==> src/logic/dhr_pkg.sv <==
// Shared constants, types and helpers for the host response/message block
package dhr_pkg;

  // Command and message codes, bits 5:0 of every host command and reply
  localparam logic [5:0] CODE_SET_CFG0 = 6'h01;
  localparam logic [5:0] CODE_GET_CFG0 = 6'h02;
  localparam logic [5:0] CODE_SET_CFG1 = 6'h03;
  localparam logic [5:0] CODE_GET_CFG1 = 6'h04;
  localparam logic [5:0] CODE_STATUS0  = 6'h05;
  localparam logic [5:0] CODE_STATUS1  = 6'h06;
  localparam logic [5:0] CODE_SET_CFG2 = 6'h07;
  localparam logic [5:0] CODE_GET_CFG2 = 6'h08;

  // Host command bytes carry this pattern in bits 7:6
  localparam logic [1:0] CMD_TAG       = 2'h2;

  // Reset values
  localparam logic [7:0] CFG0_RST      = 8'h00;
  localparam logic [7:0] DAC_RST       = 8'h40;
  localparam logic [7:0] CFG2_RST      = 8'h00;
  localparam logic [7:0] STAT0_RST     = 8'h00;
  localparam logic [7:0] STAT1_RST     = 8'h10;
  localparam logic [7:0] BYTE_ZERO     = 8'h00;

  // Field layout helpers
  localparam logic [7:0] CFG0_RSVD_MASK = 8'h80;
  localparam logic [7:0] CFG2_RSVD_MASK = 8'hE0;
  localparam int         S1_EXT_UVLO    = 2;
  localparam int         S1_EXT_OC      = 3;
  localparam int         S1_BOR         = 4;
  localparam int         S1_LDO_UVLO    = 5;

  // DAC reference scale, for software: volts = base + code * step
  localparam int         DAC_STEP_UV    = 13770;
  localparam int         DAC_BASE_MV    = 991;

  // Configuration 0 byte
  typedef struct packed {
    logic       rsvd;         // Always zero
    logic       keep_pullup;  // 1 = pull-up stays on with chip-enable low
    logic       sleep_sel;    // 1 = sleep, 0 = standby with chip-enable low
    logic       neusim_en;    // Neutral simulator enable
    logic       uvlo_dis;     // External MOSFET undervoltage lockout off
    logic       oc_dis;       // External MOSFET overcurrent detect off
    logic [1:0] oc_lvl;       // Overcurrent threshold 0.250V..1.000V
  } dhr_cfg0_t;

  // First byte of every reply
  typedef struct packed {
    logic       unsol;
    logic       ack;
    logic [5:0] code;
  } dhr_hdr_t;

  // Raw fault levels from the analog supervisors
  typedef struct packed {
    logic [7:0] supply;       // Status 0 flags, bit for bit
    logic       ext_uvlo;
    logic       ext_oc;
    logic       ldo_uvlo;
    logic       bor;          // Brown-out lost configuration
  } dhr_fault_in_t;

  typedef enum logic [3:0] {
    ST_IDLE = 4'b0001,
    ST_ARG  = 4'b0010,
    ST_HDR  = 4'b0100,
    ST_DAT  = 4'b1000
  } dhr_state_t;

  // Reply header from its three parts
  function automatic logic [7:0] dhr_make_hdr(input logic unsol, input logic ack,
                                              input logic [5:0] code);
    dhr_hdr_t h;
    h.unsol = unsol;
    h.ack   = ack;
    h.code  = code;
    return h;
  endfunction : dhr_make_hdr

  // True for commands that carry a payload byte
  function automatic logic dhr_is_set(input logic [5:0] code);
    return (code == CODE_SET_CFG0) || (code == CODE_SET_CFG1) || (code == CODE_SET_CFG2);
  endfunction : dhr_is_set

endpackage : dhr_pkg

==> src/logic/dhr_cfg_regs.sv <==
// Configuration storage: configuration 0, DAC reference and configuration 2
`timescale 1ns/10ps
module dhr_cfg_regs
  import dhr_pkg::*;
(
  // Clock and reset
  input  wire logic       ref_clk,
  input  wire logic       rst,
  // Write strobes and data
  input  wire logic       wr_cfg0,
  input  wire logic       wr_dac,
  input  wire logic       wr_cfg2,
  input  wire logic [7:0] wdata,
  // Stored values
  output dhr_cfg0_t       cfg0,
  output logic      [7:0] dac,
  output logic      [7:0] cfg2
);

  dhr_cfg0_t  cfg0_reg, cfg0_next;
  logic [7:0] dac_reg,  dac_next;
  logic [7:0] cfg2_reg, cfg2_next;

  // Reserved bits are dropped on write so they always read back as zero
  always_comb
  begin
    cfg0_next = cfg0_reg;
    dac_next  = dac_reg;
    cfg2_next = cfg2_reg;
    if (wr_cfg0)
      cfg0_next = wdata & ~CFG0_RSVD_MASK;
    if (wr_dac)
      dac_next  = wdata;
    if (wr_cfg2)
      cfg2_next = wdata & ~CFG2_RSVD_MASK;
  end

  // Register stage; start-up defaults put every feature in its safe state
  always_ff @(posedge ref_clk)
  begin
    if (rst)
    begin
      cfg0_reg <= CFG0_RST;
      dac_reg  <= DAC_RST;
      cfg2_reg <= CFG2_RST;
    end
    else
    begin
      cfg0_reg <= cfg0_next;
      dac_reg  <= dac_next;
      cfg2_reg <= cfg2_next;
    end
  end

  assign cfg0 = cfg0_reg;
  assign dac  = dac_reg;
  assign cfg2 = cfg2_reg;

endmodule : dhr_cfg_regs

==> src/logic/dhr_fault_latch.sv <==
// Sticky fault latches for the two status bytes, with unsolicited-report flags
`timescale 1ns/10ps
module dhr_fault_latch
  import dhr_pkg::*;
(
  // Clock and reset
  input  wire logic          ref_clk,
  input  wire logic          rst,
  // Raw fault levels
  input  dhr_fault_in_t      faults,
  // Clear after a status byte went out; mask is the byte that was sent
  input  wire logic          clr0,
  input  wire logic          clr1,
  input  wire logic    [7:0] clr_mask,
  // Latched bytes and report requests
  output logic         [7:0] stat0,
  output logic         [7:0] stat1,
  output logic               pend0,
  output logic               pend1
);

  logic [7:0] s0_reg, s0_next;
  logic [7:0] s1_reg, s1_next;
  logic       p0_reg, p0_next;
  logic       p1_reg, p1_next;
  logic [7:0] raw1;

  // Only the sent bits are cleared, and a live fault sets again at once,
  // so an event in the clearing cycle is never lost
  always_comb
  begin
    raw1              = BYTE_ZERO;
    raw1[S1_EXT_UVLO] = faults.ext_uvlo;
    raw1[S1_EXT_OC]   = faults.ext_oc;
    raw1[S1_BOR]      = faults.bor;
    raw1[S1_LDO_UVLO] = faults.ldo_uvlo;
    s0_next = faults.supply | (s0_reg & ~(clr0 ? clr_mask : BYTE_ZERO));
    s1_next = raw1 | (s1_reg & ~(clr1 ? clr_mask : BYTE_ZERO));
    p0_next = (|(faults.supply & ~s0_reg)) | (p0_reg & ~clr0);
    p1_next = (|(raw1 & ~s1_reg)) | (p1_reg & ~clr1);
  end

  // Brown-out flag reads one after start-up
  always_ff @(posedge ref_clk)
  begin
    if (rst)
    begin
      s0_reg <= STAT0_RST;
      s1_reg <= STAT1_RST;
      p0_reg <= 1'b0;
      p1_reg <= 1'b0;
    end
    else
    begin
      s0_reg <= s0_next;
      s1_reg <= s1_next;
      p0_reg <= p0_next;
      p1_reg <= p1_next;
    end
  end

  assign stat0 = s0_reg;
  assign stat1 = s1_reg;
  assign pend0 = p0_reg;
  assign pend1 = p1_reg;

endmodule : dhr_fault_latch

==> src/logic/dhr_host_msg.sv <==
// Host command interpreter: replies, unsolicited status and power-mode outputs
// What this block does
// - Set-config-0 replies 01H when rejected, 41H when accepted.
// - Get-config-0 replies 02H or 42H, then the config-0 byte.
// - Bit 6 keeps pull-up on with chip-enable low; ignored in sleep.
// - Bit 5 picks sleep over standby; sleep always disconnects pull-up.
// - Bit 4 enables neutral simulator; starts at zero.
// - Bit 3 set disables external MOSFET undervoltage lockout; default zero.
// - Bit 2 set disables external MOSFET overcurrent detection; default zero.
// - Bits 1:0 pick overcurrent threshold 0.250V to 1.000V; default 00.
// - Set-config-1 replies 03H or 43H, then the DAC reference byte.
// - Get-config-1 replies 04H or 44H, then the DAC reference byte.
// - DAC byte spans 00H-FFH, 13.77 mV per step above 0.991V.
// - Status-0 request replies 05H or 45H, then the status-0 byte.
// - Device may send status 0 unprompted as 85H plus the byte.
// - Status-0 low bits: temperature, overtemp, input UV, driver OV, input OV.
// - Status-0 high bits: buck overcurrent, buck UV warning, buck brown-out.
// - Status-1 request replies 06H or 46H; unprompted status 1 is 86H.
// - Status-1 bits 2,3,5: MOSFET UVLO, MOSFET overcurrent, 5V LDO UVLO.
// - Status-1 bit 4 marks configuration lost; reads one after start-up.
`timescale 1ns/10ps
module dhr_host_msg
  import dhr_pkg::*;
(
  // Clock and reset
  input  wire logic          ref_clk,
  input  wire logic          rst,
  // Bytes received from the host serial port
  input  wire logic          rx_valid,
  input  wire logic    [7:0] rx_byte,
  // Bytes to the host serial port
  input  wire logic          tx_ready,
  output logic               tx_valid,
  output logic         [7:0] tx_byte,
  // Device state
  input  wire logic          chip_en,
  input  dhr_fault_in_t      faults,
  // Configuration outputs
  output dhr_cfg0_t          cfg0_out,
  output logic         [7:0] dac_ref,
  output logic         [7:0] cfg2_out,
  output logic               pullup_on,
  output logic               sleep_active,
  output logic               standby_active
);

  dhr_state_t state_reg, state_next;
  logic [5:0] code_reg,  code_next;
  logic       ack_reg,   ack_next;
  logic       unsol_reg, unsol_next;
  logic [7:0] dat_reg,   dat_next;
  logic       txv_reg,   txv_next;
  logic [7:0] txb_reg,   txb_next;
  logic       pu_reg,    pu_next;
  logic       slp_reg,   slp_next;
  logic       stb_reg,   stb_next;

  logic       wr_cfg0, wr_dac, wr_cfg2;
  logic       clr0, clr1;
  logic       pend0, pend1;
  logic [7:0] stat0, stat1;
  logic [7:0] cfg2;
  logic [7:0] dac;
  dhr_cfg0_t  cfg0;
  logic       rx_cmd;
  logic       arg_ok;
  logic       tx_done;

  dhr_cfg_regs u_cfg (
    .ref_clk (ref_clk),
    .rst     (rst),
    .wr_cfg0 (wr_cfg0),
    .wr_dac  (wr_dac),
    .wr_cfg2 (wr_cfg2),
    .wdata   (rx_byte),
    .cfg0    (cfg0),
    .dac     (dac),
    .cfg2    (cfg2)
  );

  dhr_fault_latch u_flt (
    .ref_clk  (ref_clk),
    .rst      (rst),
    .faults   (faults),
    .clr0     (clr0),
    .clr1     (clr1),
    .clr_mask (dat_reg),
    .stat0    (stat0),
    .stat1    (stat1),
    .pend0    (pend0),
    .pend1    (pend1)
  );

  // Current payload for a code; set commands return the value just written, or the stored value when refused
  function automatic logic [7:0] payload(input logic [5:0] code, input logic [7:0] wval,
                                         input logic ok);
    case (code)
      CODE_SET_CFG0: payload = ok ? (wval & ~CFG0_RSVD_MASK) : cfg0;
      CODE_GET_CFG0: payload = cfg0;
      CODE_SET_CFG1: payload = ok ? wval : dac;
      CODE_GET_CFG1: payload = dac;
      CODE_STATUS0:  payload = stat0;
      CODE_STATUS1:  payload = stat1;
      CODE_SET_CFG2: payload = ok ? (wval & ~CFG2_RSVD_MASK) : cfg2;
      CODE_GET_CFG2: payload = cfg2;
      default:       payload = BYTE_ZERO;
    endcase
  endfunction : payload

  // Command decode; a byte without the command tag or with an unknown code is dropped
  always_comb
  begin
    rx_cmd = rx_valid && (rx_byte[7:6] == CMD_TAG) &&
             (rx_byte[5:0] >= CODE_SET_CFG0) && (rx_byte[5:0] <= CODE_GET_CFG2);
    // A payload with reserved bits set is refused and nothing is stored
    case (code_reg)
      CODE_SET_CFG0: arg_ok = (rx_byte & CFG0_RSVD_MASK) == BYTE_ZERO;
      CODE_SET_CFG2: arg_ok = (rx_byte & CFG2_RSVD_MASK) == BYTE_ZERO;
      default:       arg_ok = 1'b1;
    endcase
    tx_done = txv_reg && tx_ready;
  end

  // Write strobes fire on the payload byte of an accepted set command
  assign wr_cfg0 = (state_reg == ST_ARG) && rx_valid && arg_ok && (code_reg == CODE_SET_CFG0);
  assign wr_dac  = (state_reg == ST_ARG) && rx_valid && (code_reg == CODE_SET_CFG1);
  assign wr_cfg2 = (state_reg == ST_ARG) && rx_valid && arg_ok && (code_reg == CODE_SET_CFG2);
  // Status clears only once the data byte has gone out
  assign clr0 = (state_reg == ST_DAT) && tx_done && (code_reg == CODE_STATUS0);
  assign clr1 = (state_reg == ST_DAT) && tx_done && (code_reg == CODE_STATUS1);

  // Reply sequencer; bytes from the host during a reply are ignored,
  // the host is expected to wait for the two-byte answer
  always_comb
  begin
    state_next = state_reg;
    code_next  = code_reg;
    ack_next   = ack_reg;
    unsol_next = unsol_reg;
    dat_next   = dat_reg;
    txv_next   = txv_reg;
    txb_next   = txb_reg;
    case (state_reg)
      ST_IDLE:
      begin
        if (rx_cmd)
        begin
          code_next  = rx_byte[5:0];
          unsol_next = 1'b0;
          ack_next   = 1'b1;
          if (dhr_is_set(rx_byte[5:0]))
            state_next = ST_ARG;
          else
          begin
            dat_next   = payload(rx_byte[5:0], BYTE_ZERO, 1'b0);
            txv_next   = 1'b1;
            txb_next   = dhr_make_hdr(1'b0, 1'b1, rx_byte[5:0]);
            state_next = ST_HDR;
          end
        end
        // Unsolicited reports only start in a cycle with no command byte from the host
        else if (pend0 || pend1)
        begin
          code_next  = pend0 ? CODE_STATUS0 : CODE_STATUS1;
          unsol_next = 1'b1;
          ack_next   = 1'b0;
          dat_next   = pend0 ? stat0 : stat1;
          txv_next   = 1'b1;
          txb_next   = dhr_make_hdr(1'b1, 1'b0, pend0 ? CODE_STATUS0 : CODE_STATUS1);
          state_next = ST_HDR;
        end
      end
      ST_ARG:
      begin
        if (rx_valid)
        begin
          ack_next   = arg_ok;
          dat_next   = payload(code_reg, rx_byte, arg_ok);
          txv_next   = 1'b1;
          txb_next   = dhr_make_hdr(1'b0, arg_ok, code_reg);
          state_next = ST_HDR;
        end
      end
      ST_HDR:
      begin
        if (tx_done)
        begin
          txb_next   = dat_reg;
          state_next = ST_DAT;
        end
      end
      ST_DAT:
      begin
        if (tx_done)
        begin
          txv_next   = 1'b0;
          state_next = ST_IDLE;
        end
      end
      default:
      begin
        txv_next   = 1'b0;
        state_next = ST_IDLE;
      end
    endcase
  end

  // Low-power outputs; sleep overrides the pull-up keep bit
  always_comb
  begin
    slp_next = !chip_en && cfg0.sleep_sel;
    stb_next = !chip_en && !cfg0.sleep_sel;
    pu_next  = chip_en || (cfg0.keep_pullup && !cfg0.sleep_sel);
  end

  // Register stage for sequencer and outputs
  always_ff @(posedge ref_clk)
  begin
    if (rst)
    begin
      state_reg <= ST_IDLE;
      code_reg  <= CODE_SET_CFG0;
      ack_reg   <= 1'b0;
      unsol_reg <= 1'b0;
      dat_reg   <= BYTE_ZERO;
      txv_reg   <= 1'b0;
      txb_reg   <= BYTE_ZERO;
      pu_reg    <= 1'b1;
      slp_reg   <= 1'b0;
      stb_reg   <= 1'b0;
    end
    else
    begin
      state_reg <= state_next;
      code_reg  <= code_next;
      ack_reg   <= ack_next;
      unsol_reg <= unsol_next;
      dat_reg   <= dat_next;
      txv_reg   <= txv_next;
      txb_reg   <= txb_next;
      pu_reg    <= pu_next;
      slp_reg   <= slp_next;
      stb_reg   <= stb_next;
    end
  end

  // Configuration bits drive the analog side straight from their flops
  assign cfg0_out       = cfg0;
  assign dac_ref        = dac;
  assign cfg2_out       = cfg2;
  assign tx_valid       = txv_reg;
  assign tx_byte        = txb_reg;
  assign pullup_on      = pu_reg;
  assign sleep_active   = slp_reg;
  assign standby_active = stb_reg;
endmodule : dhr_host_msg

==> config.mk <==
export PLATFORM = sky130hd
export DESIGN_NAME = dhr_host_msg
export DESIGN_NICKNAME = d
export VERILOG_FILES = /design/src/logic/dhr_pkg.sv /design/src/logic/dhr_cfg_regs.sv /design/src/logic/dhr_fault_latch.sv /design/src/logic/dhr_host_msg.sv
export SDC_FILE = /design/constraint.sdc
export NUM_CORES = 1
export LEC_CHECK = 0
export BUFFER_PORTS_ARGS = -buffer_cell sky130_fd_sc_hd__buf_2
export CORE_MARGIN = 4
export CORE_UTILIZATION = 49
export CTS_CLUSTER_DIAMETER = 60
export DETAILED_ROUTE_END_ITERATION = 6
export PLACE_DENSITY = 0.82
export SLEW_MARGIN = 25
export SYNTH_ARGS = -nofsm -noshare
export SYNTH_HDL_FRONTEND = slang
export SYNTH_SLANG_ARGS = --single-unit
export TNS_END_PERCENT = 50
==> constraint.sdc <==
create_clock -name ref_clk -period 2.6 [get_ports ref_clk]
set_input_delay 0.26 -clock ref_clk [delete_from_list [all_inputs] [get_ports ref_clk]]
set_output_delay 0.26 -clock ref_clk [all_outputs]
set_load 0.03 [all_outputs]
==> run metrics <==
Nets 580; row cnt 33; Post-Syn Instances 501; antenna violations before repair 0; Top delay family on crit path compound AO/OA/AOI/OAI gates; crit path time final 2.303 ns; Register-to-Register Path Depth 6; DR vias 4332; crit path DAT 2.53 ns; gr usage total 0.2735; buffers from clock root to sink, at most 2; Avg Inst Size Synth 8.379 µm²; die area 10110 µm²; die height 100.6 µm; Post-synth EDFFs 0; IO Port Bufs 56; # diodes 0; Die Wd 100.6 µm; share of cells above drive strength 1 0.2304; H-tree levels 3; Worst VDD drop 0.2980 mV; antenna-violating nets left 0; clock latency on the worst-skew pair 0.35 ns; Synth Register Bits 68; run status complete, but fails checks; worst-path cell chain nor4b_1 > and2_0 > a2111oi_0 > o211ai_1 > nand2_1 > a311oi_1; Slew @ Worst Pin 0.9352 ns; Layout area overhead 15.32%; worst-path fanout max 14; CTS root buf clkbuf_8; wire per inst 20.78 µm; R2R setup slack 0.30 ns; FF-to-FF End dat_reg[4]; Vias per Instance 6.514; Cell Pwr Density 658.6 nW/µm²; failing checks DRC; clk slew on worst S/H paths 0.08 ns; met3 usage 0.06505; worst endpoint required time 2.83 ns; CTS resizes 0; vias in the first global route 4092; register area share after synthesis 0.3243; number of buffers created by CTS 9; Design Area, Final 4841 µm²; largest net degree at the start of global routing 36; RSZ-0062 raised after global routing false; Clock Skew 0.009628 ns; Post-route DRC 2; Max stage delay on crit path 0.73 ns; Slew HR 0.3678; clock sink count 68; final hold violation count 0; CP Capture Type flip-flop; CP Class reg2reg; worst min-delay path class in2reg; layout filler cell count 759; # IOs 61; Final setup viols 0; Mapped Area 4198 µm²; grt peak-use layer met2; Max-Cap Viols 0; drt total wl 13820 µm; Synth cell types 71; core area 8258 µm²; GR Util met1 0.3524; Post-DP HPWL 10140 µm; post-route clock period utilization 0.8858; Primary FF master, synth dfxtp_1; Final GP Congestion 1.010; total stage count of the critical path 6; GR Util met2 0.4215; Post-DP Area 4592 µm²; CTS tree built; Starting Density 0.5083; Leak Pwr 1.956 nW; total power 3.188 mW; Max Freq 0.4342 GHz; cts-stage hold buffer count 0; GRT overflow 0; Synthesis Warnings 0; Setup Fix Bufs, Post-CTS 0; WP buf/inv 0; fraction of registers with async set/reset 0; Max Slew Vio Count 0; setup TNS 0 ns; post-layout util 0.5862; drt pass-1 iters 7; Hold Slack 0.08505 ns; worst setup path start code_reg[2]; slowest CP cell a2111oi_0; r2r startpoint code_reg[2]; first-pass GRT wire length 21780 µm; crit start category flip-flop; CP endpoint dat_reg[4]; Initial DRC Count 468
-- cell type report --
cell class / count / area, µm² / share of cell area
Multi-Input combinational cell: 381 / 2594 / 0.5358
Clock inverter: 6 / 111.4 / 0.02300
Sequential cell: 68 / 1361 / 0.2812
Timing Repair Buffer: 77 / 437.9 / 0.09046
Clock buffer: 10 / 137.6 / 0.02843
Tap cell: 105 / 131.4 / 0.02714
Inverter: 18 / 67.56 / 0.01396
-- cell families after synthesis --
kind of cell | synth area share
AND/OR/NAND/NOR | 0.2477
AO/OA/AOI/OAI | 0.2176
flip-flops | 0.3243
multiplexers | 0.1392
buffers and inverters | 0.06199
XOR/XNOR | 0.008347
other | 0.0008933
-- power breakdown --
group / internal, mW / switching (mW) / leakage (nW)
Clock: 0.663 / 0.429 / 0.122
Combinational: 0.319 / 0.511 / 1.28
Sequential: 1.14 / 0.129 / 0.558
Total: 2.12 / 1.07 / 1.96
-- metrics by stage --
step | cells | worst slack, ns
after CTS | 665 | 0.3218
final | 665 | 0.2970
after detailed placement | 649 | 0.2677
after floorplan | 504 | 0.5961
after global routing | 665 | 0.1214
after global placement | 649 | 0.3410
-- metal layers --
metal  part of all wire  vias to the layer above
met5                  0                        -
met3               0.10                       51
met4              0.046                        0
li1                   -                     1952
met1               0.40                     2036
met2               0.45                      293
-- how the worst min path moves through the flow --
stage | from | endpoint | slack, ns | depth (start not counted)
final | chip_en | standby_active | 0.09 | 2
after global routing | chip_en | standby_active | 0.08 | 2
after CTS | chip_en | standby_active | 0.08 | 2
after detailed placement | chip_en | standby_active | 0.44 | 2
after global placement | chip_en | standby_active | 0.44 | 2
after floorplan | chip_en | standby_active | 0.34 | 1
-- cell usage in the layout, fill, tap and decap left out, drive strengths merged, types with 3 or more instances in the layout --
cell,synthesis,final
clkbuf,20,10
nor4,8,8
and2,4,4
nor4b,9,9
nand4,3,3
nor3,6,6
a311oi,8,8
o211ai,5,5
nand3,10,10
a222oi,3,3
inv,18,18
conb,1,4
buf,17,77
a21oi,38,38
bufinv,0,3
nand2,38,38
mux2,9,9
o22ai,3,3
nand2b,8,8
and3,11,11
mux2i,46,46
a211oi,9,9
a22oi,17,17
nand3b,8,8
a2111oi,4,4
o21ai,21,21
or4b,5,5
xnor2,3,3
nor2,69,69
dfxtp,68,68
-- cell usage after synthesis, types with 6 or more instances --
cell,count,area (µm²)
o21ai_0,21,105.1
and3_1,10,62.56
nor2_1,68,255.2
dfxtp_1,68,1361
a211oi_1,6,45.04
mux2i_1,46,460.4
a21oi_1,38,190.2
a22oi_1,17,127.6
nor4b_1,7,61.31
clkbuf_1,20,75.07
mux2_2,9,101.4
nand3_1,9,45.04
nand3b_1,8,60.06
nand2_1,38,142.6
inv_1,18,67.56
nand2b_1,8,50.05
a311oi_1,8,70.07
-- worst reg2reg max path: stages, from the launching register on --
cell and delay (ns):
dfxtp_1 0.65, nor4b_1 0.14, and2_0 0.30, a2111oi_0 0.73, o211ai_1 0.18, nand2_1 0.10, a311oi_1 0.08
Power figures use the tool's default switching activity.
